[src/rtl/mspsm_pkg.sv]
// constants and types shared by the motion sensor power state manager
package mspsm_pkg;
    localparam int unsigned clk_hz = 40000000;
    localparam int unsigned cfg_power_index = 8'h05;
    localparam int unsigned cfg_auto_bit = 0;
    localparam int unsigned motion_x_index = 8'h21;
    localparam int unsigned motion_y_index = 8'h22;
    localparam int unsigned run_idle_ms = 50;
    localparam int unsigned short_period_ms = 10;
    localparam int unsigned short_hold_s = 8;
    localparam int unsigned long_period_ms = 100;
    localparam int unsigned sleep_after_min = 10;
    localparam int unsigned sleep_period_ms = 500;
    localparam int unsigned slow_ips = 4;
    localparam int unsigned fast_ips = 8;
    localparam int unsigned ms_cycles = clk_hz / 1000;
    localparam int unsigned run_idle_cycles = run_idle_ms * ms_cycles;
    localparam int unsigned short_period_cycles = short_period_ms * ms_cycles;
    localparam int unsigned short_hold_cycles = short_hold_s * 1000 * ms_cycles;
    localparam int unsigned long_period_cycles = long_period_ms * ms_cycles;
    localparam longint unsigned sleep_after_cycles = 64'(sleep_after_min) * 60 * 1000 * ms_cycles;
    localparam int unsigned sleep_period_cycles = sleep_period_ms * ms_cycles;
    localparam int unsigned timer_width = 36;
    localparam logic [1:0] rate_1k = 2'h0;
    localparam logic [1:0] rate_2k = 2'h1;
    localparam logic [1:0] rate_4k = 2'h2;
    typedef enum logic [2:0] {
        mspsm_off = 3'h0,
        mspsm_run = 3'h1,
        mspsm_short_doze = 3'h3,
        mspsm_long_doze = 3'h2,
        mspsm_sleep = 3'h6,
        mspsm_frame = 3'h7
    } mspsm_state_t;
endpackage

[src/rtl/mspsm_sync.sv]
// two-flop synchroniser for the sleep control pin
`timescale 1ns/1ps
`default_nettype none
module mspsm_sync (
    // clock and reset
    input wire logic clk,
    input wire logic srst,
    // pin and synchronised level
    input wire logic pin_in,
    output logic pin_sync
);
    logic meta;
    logic next_meta;
    logic next_sync;

    always_comb
    begin
        next_meta = pin_in;
        next_sync = meta;
    end

    // reset high: pin idles high, so no false wake follows reset
    always_ff @(posedge clk)
    begin
        if (srst)
        begin
            meta <= 1'b1;
            pin_sync <= 1'b1;
        end
        else
        begin
            meta <= next_meta;
            pin_sync <= next_sync;
        end
    end
endmodule
`default_nettype wire

[src/rtl/mspsm_top.sv]
// power state manager: manual and automatic modes, motion flag, frame rate
// Contract
// manual mode after reset; controller steers state through sleep pin
// sleep pin low wakes analog and converter sections in fixed order; the code raises one power_up for both at once
// each manual wake runs exactly one frame
// controller holds sleep pin high in automatic mode after init
// config bit one selects automatic; flag follows motion
// config bit zero selects manual; flag is pin low and motion
// RUN rate 1K below 4 ips, 2K between 4 and 8, 4K above
// stay in RUN while motion continues
// automatic: 50 ms without motion in RUN goes to short doze
// short doze wakes every 10 ms for a frame; motion enters RUN
// after 8 s short doze, long doze wakes every 100 ms
// after 10 minutes without motion, fall into SLEEP
// SLEEP wakes once every 500 ms to check motion
// low-power states run one frame, reload wake timer, sleep again
// automatic mode raises flag on detected motion
// remain in RUN until host has read all pending motion data
// controller may stand by, resuming when the flag rises
// X and Y motion clear on read; host reads both together
// any motion restarts all inactivity timers
`timescale 1ns/1ps
`default_nettype none
module mspsm_top #(
    parameter logic [35:0] run_idle_cycles = 36'(mspsm_pkg::run_idle_cycles),
    parameter logic [35:0] short_period_cycles = 36'(mspsm_pkg::short_period_cycles),
    parameter logic [35:0] short_hold_cycles = 36'(mspsm_pkg::short_hold_cycles),
    parameter logic [35:0] long_period_cycles = 36'(mspsm_pkg::long_period_cycles),
    parameter logic [35:0] sleep_after_cycles = 36'(mspsm_pkg::sleep_after_cycles),
    parameter logic [35:0] sleep_period_cycles = 36'(mspsm_pkg::sleep_period_cycles)
) (
    // clock and reset
    input wire logic clk,
    input wire logic srst,
    // pins
    input wire logic sleep_control_pin,
    output logic movement_flag,
    // configuration from the serial block
    input wire logic auto_mode,
    // motion engine
    input wire logic frame_done,
    input wire logic motion_seen,
    input wire logic [7:0] speed_ips,
    input wire logic motion_pending,
    // power and frame control
    output logic power_up,
    output logic frame_start,
    output logic [1:0] frame_rate,
    output logic [35:0] wake_period,
    output logic [2:0] power_state
);
    mspsm_pkg::mspsm_state_t state;
    mspsm_pkg::mspsm_state_t next_state;
    mspsm_pkg::mspsm_state_t resume;
    mspsm_pkg::mspsm_state_t next_resume;
    logic pin_sync;
    logic pin_prev;
    logic manual_busy;
    logic next_manual_busy;
    logic [35:0] idle_cnt;
    logic [35:0] next_idle_cnt;
    logic [35:0] doze_cnt;
    logic [35:0] next_doze_cnt;
    logic [35:0] wake_cnt;
    logic [35:0] next_wake_cnt;
    logic [35:0] next_wake_period;
    logic next_frame_start;
    logic next_flag;
    logic [1:0] next_rate;

    function automatic logic [35:0] bump(input logic [35:0] v);
        // saturate so long silences never wrap back to zero
        bump = (v == 36'hf_ffff_ffff) ? v : v + 36'h1;
    endfunction

    mspsm_sync u_sync (
        .clk(clk),
        .srst(srst),
        .pin_in(sleep_control_pin),
        .pin_sync(pin_sync)
    );

    always_comb
    begin
        next_state = state;
        next_resume = resume;
        next_manual_busy = manual_busy;
        next_idle_cnt = bump(idle_cnt);
        next_doze_cnt = bump(doze_cnt);
        next_wake_cnt = bump(wake_cnt);
        next_wake_period = wake_period;
        next_frame_start = 1'b0;
        next_rate = frame_rate;
        if (motion_seen)
        begin
            next_idle_cnt = 36'h0;
            next_doze_cnt = 36'h0;
        end
        if (!auto_mode)
        begin
            // manual: a falling pin edge powers up and runs one frame
            next_state = mspsm_pkg::mspsm_off;
            if (pin_prev && !pin_sync && !manual_busy)
            begin
                next_manual_busy = 1'b1;
                next_frame_start = 1'b1;
            end
            else if (manual_busy && frame_done)
            begin
                next_manual_busy = 1'b0;
            end
        end
        else
        begin
            next_manual_busy = 1'b0;
            case (state)
                mspsm_pkg::mspsm_off:
                begin
                    next_state = mspsm_pkg::mspsm_run;
                    next_idle_cnt = 36'h0;
                end
                mspsm_pkg::mspsm_run:
                begin
                    if (motion_seen || motion_pending)
                    begin
                        next_idle_cnt = 36'h0;
                    end
                    else if (idle_cnt >= run_idle_cycles - 36'h1)
                    begin
                        next_state = mspsm_pkg::mspsm_short_doze;
                        next_doze_cnt = 36'h0;
                        next_wake_cnt = 36'h0;
                        next_wake_period = short_period_cycles;
                    end
                end
                mspsm_pkg::mspsm_short_doze, mspsm_pkg::mspsm_long_doze,
                mspsm_pkg::mspsm_sleep:
                begin
                    if (state == mspsm_pkg::mspsm_short_doze && doze_cnt >= short_hold_cycles)
                    begin
                        next_state = mspsm_pkg::mspsm_long_doze;
                        next_wake_period = long_period_cycles;
                    end
                    else if (state != mspsm_pkg::mspsm_sleep && idle_cnt >= sleep_after_cycles)
                    begin
                        next_state = mspsm_pkg::mspsm_sleep;
                        next_wake_period = sleep_period_cycles;
                    end
                    else if (wake_cnt >= wake_period - 36'h1)
                    begin
                        next_resume = state;
                        next_state = mspsm_pkg::mspsm_frame;
                        next_frame_start = 1'b1;
                    end
                end
                mspsm_pkg::mspsm_frame:
                begin
                    if (frame_done)
                    begin
                        next_wake_cnt = 36'h0;
                        if (motion_seen)
                        begin
                            next_state = mspsm_pkg::mspsm_run;
                            next_idle_cnt = 36'h0;
                        end
                        else
                        begin
                            next_state = resume;
                        end
                    end
                end
                default:
                begin
                    next_state = mspsm_pkg::mspsm_off;
                end
            endcase
        end
        // rate from speed in every state, doze frames included
        if (speed_ips > 8'(mspsm_pkg::fast_ips))
        begin
            next_rate = mspsm_pkg::rate_4k;
        end
        else if (speed_ips >= 8'(mspsm_pkg::slow_ips))
        begin
            next_rate = mspsm_pkg::rate_2k;
        end
        else
        begin
            next_rate = mspsm_pkg::rate_1k;
        end
        if (auto_mode)
        begin
            next_flag = motion_seen || motion_pending;
        end
        else
        begin
            next_flag = !pin_sync && motion_seen;
        end
    end

    always_ff @(posedge clk)
    begin
        if (srst)
        begin
            state <= mspsm_pkg::mspsm_off;
            resume <= mspsm_pkg::mspsm_short_doze;
            pin_prev <= 1'b1;
            manual_busy <= 1'b0;
            idle_cnt <= 36'h0;
            doze_cnt <= 36'h0;
            wake_cnt <= 36'h0;
            wake_period <= 36'h0;
            frame_start <= 1'b0;
            movement_flag <= 1'b0;
            frame_rate <= mspsm_pkg::rate_1k;
        end
        else
        begin
            state <= next_state;
            resume <= next_resume;
            pin_prev <= pin_sync;
            manual_busy <= next_manual_busy;
            idle_cnt <= next_idle_cnt;
            doze_cnt <= next_doze_cnt;
            wake_cnt <= next_wake_cnt;
            wake_period <= next_wake_period;
            frame_start <= next_frame_start;
            movement_flag <= next_flag;
            frame_rate <= next_rate;
        end
    end

    // sections are powered in RUN, during a wake frame or a manual wake
    assign power_up = manual_busy || state == mspsm_pkg::mspsm_run
        || state == mspsm_pkg::mspsm_frame;
    assign power_state = state;
endmodule
`default_nettype wire

[config.mk]
export PLATFORM = sky130hd
export DESIGN_NAME = mspsm_top
export DESIGN_NICKNAME = d
export VERILOG_FILES = /design/src/rtl/mspsm_pkg.sv /design/src/rtl/mspsm_sync.sv /design/src/rtl/mspsm_top.sv
export SDC_FILE = /design/constraint.sdc
export NUM_CORES = 1
export LEC_CHECK = 0
export BUFFER_PORTS_ARGS = -buffer_cell sky130_fd_sc_hd__buf_4
export CORE_ASPECT_RATIO = 0.7
export CORE_UTILIZATION = 55
export CTS_BUF_LIST = sky130_fd_sc_hd__clkbuf_8
export DETAILED_ROUTE_END_ITERATION = 8
export GPL_ROUTABILITY_DRIVEN = 0
export PLACE_DENSITY = 0.77
export SLEW_MARGIN = 20
export SYNTH_ARGS = -nofsm -noshare
export SYNTH_HDL_FRONTEND = slang
export SYNTH_HIERARCHICAL = 1
export SYNTH_SLANG_ARGS = --single-unit
[constraint.sdc]
create_clock -name clk -period 3.6 [get_ports clk]
set_input_delay 0.36 -clock clk [delete_from_list [all_inputs] [get_ports clk]]
set_output_delay 0.36 -clock clk [all_outputs]
set_load 0.01 [all_outputs]
# Word level (Yosys, flattened, before mapping)
# Index checks and enable logic that the tools add are counted.
[totals]
register_bits = 158
output_inout_bits = 44
[op_classes]
n_reduce_logical = 21
n_addsub = 4
eq_ne = 14
magnitude_cmp = 6
bitwise_logic = 3
n_mux = 43
[op_table]
columns = ["op", "count"]
rows = [
  ["$mux 36", 21],
  ["$pmux 36 s2", 2],
  ["$add 36x1->36 const B", 3],
  ["$eq 36x36->1 const B", 3],
  ["$pmux 36 s3", 1],
  ["$ge 36x21->1 const B", 1],
  ["$ge 36x29->1 const B", 1],
  ["$ge 36x35->1 const B", 1],
  ["$ge 36x36->1", 1],
  ["$sub 36x1->36 const B", 1],
  ["$mux 3", 7],
  ["$pmux 3 s4", 1],
  ["$mux 1", 10],
  ["$reduce_and 5->1", 2],
  ["$ge 8x3->1 const B", 1],
  ["$gt 8x4->1 const B", 1],
  ["$eq 3x2->1 const B", 2],
  ["$eq 3x3->1 const B", 2],
  ["$logic_and 1x1->1", 6],
  ["$ne 2x2->1 const B", 3],
  ["$ne 3x3->1 const B", 2],
  ["$reduce_or 2->1", 3],
  ["$ne 4x4->1 const B", 1],
  ["$reduce_and 4->1", 1],
  ["8 further kinds", 14],
]

# Depth between registers and ports, before layout
[logic_depth]
ltp_word = 7
ltp_mapped = 15
depth_no_buf = 14

# Cells and area by module
# The synthesis kept the hierarchy.
[by_module_without_submodules]
columns = ["module", "n_inst", "area_each_um2", "cells_per_inst", "seq_area_each_um2"]
rows = [
  ["mspsm_top", 1, 7683.6, 903, 2522.4],
  ["mspsm_sync", 1, 52.6, 4, 40.0],
]

# Worst setup path before layout
# No wires, ideal clock.
[synth_timing]
path_kind = "register to register"
from = "reg wake_period[21]"
to = "reg resume[0]"
path_slack_ns = 0.230
path_stages_with_launch = 15
t_required_ns = 3.480
arrival_time_ns = 3.250
n_path_buf = 1
setup_ns = 0.120
cell_sequence = "dfxtp_1 -> clkbuf_1 -> inv_1 -> ha_1 -> inv_1 -> o21ai_0 -> nor3_1 -> nand2_1 -> or2_2 -> ha_1 -> and4_1 -> a221oi_1 -> o21ai_0 -> o211a_1 -> mux2i_1"
[synth_via]
elab_chain_len = 3
[synth_lines]
columns = ["element", "line_no", "rtl"]
rows = [
  ["start, declared", "mspsm_top.sv:49", "output logic [35:0] wake_period,"],
  ["start signal, assigned", "mspsm_top.sv:226", "wake_period <= next_wake_period;"],
  ["$sub 36x1->36", "mspsm_top.sv:149", "else if (wake_cnt >= wake_period - 36'h1)"],
  ["$ge 36x36->1", "mspsm_top.sv:149", ""],
  ["$reduce_and 5->1 (no line)", "--", ""],
  ["end signal, assigned", "mspsm_top.sv:206", "resume <= mspsm_pkg::mspsm_short_doze;"],
  ["end signal, assigned", "mspsm_top.sv:220", "resume <= next_resume;"],
  ["end, declared", "mspsm_top.sv:54", "mspsm_pkg::mspsm_state_t resume;"],
]
# No other way between the ends.
# A chain may end at the register's enable or synchronous reset.

# Final worst setup path
[layout_timing]
from = "reg wake_period[17]"
to = "reg resume[0]"
# The elaborated chain is that of the path after synthesis.

==> results.json <==
{
  "std_cell_rows": 35,
  "antenna_violating_nets_post_route": 0,
  "post-route-cell-area_um2": 8451,
  "via_count": 6720,
  "max-vdd-ir-drop_uv": 194.6,
  "gr-total-overflow": 0,
  "rsz_0062_raised_after_global_routing": "no",
  "floorplan.initialDensity": 0.5754,
  "run_status": "finished clean",
  "p_leak_uw": 0.003132,
  "worstPathMaxFanout": 7,
  "synth_area_um2": 7736,
  "layout-area-overhead-vs-synth_pct": 9.235,
  "fp.coreArea_um2": 13440,
  "filler_cell_count": 1130,
  "groute.layer.met1.usage": 0.4140,
  "slew-limit-headroom": 0.3344,
  "grt_antenna_before_repair": 0,
  "clock-sinks": 128,
  "route.final.wire_length_um": 17900,
  "clkTransAtPathRegs_ps": 80,
  "yosysTopAreaCellShare": 0.3312,
  "worst_setup_path_end_kind": "flip-flop",
  "postSynthCellCount": 907,
  "crit_arrival_ps": 3670,
  "fin_skew_ps": 11.15,
  "drtIter0Drc": 506,
  "routedWlPerCell_um": 15.97,
  "totalNegativeSetupSlack_ps": 0,
  "number_of_i_o_pins": 59,
  "timing.hold.worst.class": "input port to flip-flop",
  "ys_seq_area_frac": 0.3312,
  "nature_of_the_critical_path_startpoint": "flip-flop",
  "finalWorstPathRequiredPeriod_ps": 3326,
  "numCtsBuffers": 17,
  "tritoncts": "built",
  "fp.dieW_um": 143.8,
  "synth_cell_type_count": 73,
  "route.detailed.drc": 0,
  "grt_start_max_net_pins": 39,
  "globalRouteMet3Util": 0.04397,
  "required_ps": 3940,
  "synth_top_area_cell": "dfxtp_1",
  "critical_path.n_buffers_inverters": 2,
  "grt_busiest_layer": "met1",
  "h-tree-depth": 4,
  "final_max_slew_viol_count": 0,
  "grt_pass1_vias": 5882,
  "fin_nets": 975,
  "yosys_most_used_dff": "dfxtp_1",
  "hold_vio_cnt_final": 0,
  "dpl_cell_area_um2": 8006,
  "drive_gt1_frac": 0.1293,
  "max_cap_violations": 0,
  "worst_path_largest_cell_delay_ps": 400,
  "synthesis.area_per_instance_um2": 8.529,
  "grt_first_pass_wirelength_um": 30430,
  "clock-root-buffer": "clkbuf_8",
  "setup.reg_to_reg.worst_slack_ps": 270,
  "postCtsHoldBufs": 0,
  "diodes": 0,
  "async_reset_ff_frac": 0,
  "number_of_iterations_in_the_first_detailed_routing_pass": 7,
  "synth.yosys.warnings": 6,
  "synth-seq-cells": 128,
  "yosys-top-cells-area": "dfxtp_1 (33%), xnor2_1 (6.8%), ha_1 (6.0%)",
  "fmax_ghz": 0.3007,
  "clock_insertion_delay_worst_skew_ps": 450,
  "die_y_um": 101.2,
  "post_drt_via_cell_ratio": 5.995,
  "cts_setup_buffers": 0,
  "finalCritPeriodShare": 0.9239,
  "timing.setup.critical_path_class": "flip-flop to flip-flop",
  "cts.path.max_buffers": 2,
  "detailed_place_hpwl_um": 12600,
  "number_of_flops_mapped_to_enable_cells_by_yosys": 0,
  "tightest_slew_ps": 993.8,
  "power.density_cell_area_nw_per_um2": 352.2,
  "worst_path_dominant_cell_family": "simple AND/OR/NAND/NOR gates",
  "use_met2": 0.3600,
  "setup-violations-final": 0,
  "buffers_on_ports": 36,
  "grt_util_all_layers": 0.2639,
  "slowest_stage": "dfxtp_1",
  "floorplan.die_area_um2": 14550,
  "path_cells": "inv_1, ha_1, inv_1, o21ai_0, nor3_1, nand2_1, or2_2, ha_1, and4_1, a221oi_1, o21ai_2, o211a_1, mux2i_1"
}
[cell usage in the layout, fill, tap and decap left out, types with 4 or more instances in the layout]
master / instances
or3_1: 8
nand2_1: 60
buf_4: 47
a2111oi_2: 5
nand3_1: 51
ha_1: 37
nor4_1: 9
a311oi_1: 4
a21oi_1: 41
xor2_1: 32
mux2i_1: 12
a31oi_1: 4
and3_1: 17
inv_1: 26
dfxtp_1: 128
and2_1: 5
nand4_1: 36
and4_1: 21
xnor2_1: 60
nor2_1: 77
nor3b_1: 5
o21ai_0: 11
clkbuf_8: 19
nor3_1: 59
conb_1: 22
a2111oi_0: 6
nand2b_1: 8
or2_2: 7
o211ai_1: 5
a21o_1: 4
or4_1: 16
a211oi_1: 18
[cells by family after synthesis]
group / synth area share
buffers and inverters: 0.06421
XOR/XNOR: 0.1042
multiplexers: 0.01553
flip-flops: 0.3312
AO/OA/AOI/OAI: 0.1368
other: 0.0004847
AND/OR/NAND/NOR: 0.2877
adder cells (fa/ha/maj): 0.05984
[worst reg2reg max path, delay by kind of cell, from the launching register on]
kind            cells  cell delay, ps
flops               1             400
simple gates        4            1010
fa+ha+maj           2             560
mux                 1             130
compound gates      4             930
buf+inv             2             210
[through the flow]
| stage | hold slack [ps] | util | setup WS, ps | cells | power (uW) |
|---|---|---|---|---|---|
| after global placement | 389.1 | 0.5955 | 350.6 | 1089 | 1661 |
| after global routing | 97.74 | 0.6286 | 10.45 | 1121 | 3085 |
| final | 98.39 | 0.6286 | 274.1 | 1121 | 2976 |
| after CTS | 86.57 | 0.6270 | 144.8 | 1121 | 2991 |
| after detailed placement | 403.8 | 0.5955 | 171.9 | 1089 | 1664 |
| after floorplan | 385.4 | - | 230.2 | 928 | 1623 |
[cells in the mapped netlist, types with 7 or more instances]
| cell type | n |
|---|---|
| or3_1 | 8 |
| buf_4 | 31 |
| and3_1 | 17 |
| nand4_1 | 36 |
| and4_1 | 21 |
| nand2_1 | 60 |
| clkbuf_1 | 27 |
| a2111oi_0 | 7 |
| xnor2_1 | 60 |
| a211oi_1 | 19 |
| nand3_1 | 51 |
| ha_1 | 37 |
| mux2i_1 | 12 |
| or4_1 | 16 |
| a21oi_1 | 41 |
| inv_1 | 25 |
| nor2_1 | 77 |
| dfxtp_1 | 128 |
| or2_2 | 7 |
| buf_2 | 10 |
| nand2b_1 | 8 |
| o21ai_0 | 12 |
| nor4_1 | 9 |
| xor2_1 | 32 |
| nor3_1 | 60 |
[where the power goes]
part | leakage, uW | total, uW | switching, uW | internal, uW
combinational | 0.00189 | 199 | 121 | 77.6
clock | 0.000210 | 1340 | 616 | 723
sequential | 0.00103 | 1440 | 13.0 | 1430
total | 0.00313 | 2980 | 750 | 2230
[metal layers]
metal | share of wire | wire [um]
met1 | 0.53 | 9457
met2 | 0.39 | 6974
met3 | 0.070 | 1257
met4 | 0.012 | 210
met5 | 0 | 0
[registers in the layout, summed over array words and instances (netlist names)]
signal           flops
movement_flag        1
wake_cnt            36
u_sync/pin_sync      1
manual_busy          1
frame_start          1
power_state          3
idle_cnt            36
pin_prev             1
u_sync/meta          1
resume               3
doze_cnt            36
wake_period          6
frame_rate           2
[cell type report]
| class | instances | area [um2] | share of cell area |
|---|---|---|---|
| Multi-Input combinational cell | 704 | 4787 | 0.5665 |
| Sequential cell | 128 | 2562 | 0.3032 |
| Timing Repair Buffer | 47 | 352.8 | 0.04175 |
| Clock buffer | 19 | 261.5 | 0.03094 |
| Tap cell | 185 | 231.5 | 0.02739 |
| Clock inverter | 13 | 161.4 | 0.01910 |
| Inverter | 25 | 93.84 | 0.01110 |
[final timing paths]
check | start | endpoint | cells after the start
setup / recovery | wake_period[17]$_SDFFE_PP0P_ | resume[0]$_SDFFE_PP1P_ | 13
hold reg to reg | u_sync/meta$_SDFF_PP1_ | u_sync/pin_sync$_SDFF_PP1_ | 1
hold / removal | sleep_control_pin | u_sync/meta$_SDFF_PP1_ | 2
setup reg to reg | wake_period[17]$_SDFFE_PP0P_ | resume[0]$_SDFFE_PP1P_ | 13
[timing repair]
action,in CTS,in global routing
resized for setup,0,5
endpoints found under the setup margin,0,6
hold endpoints to repair,0,0
(Power assumes the default switching activity.)
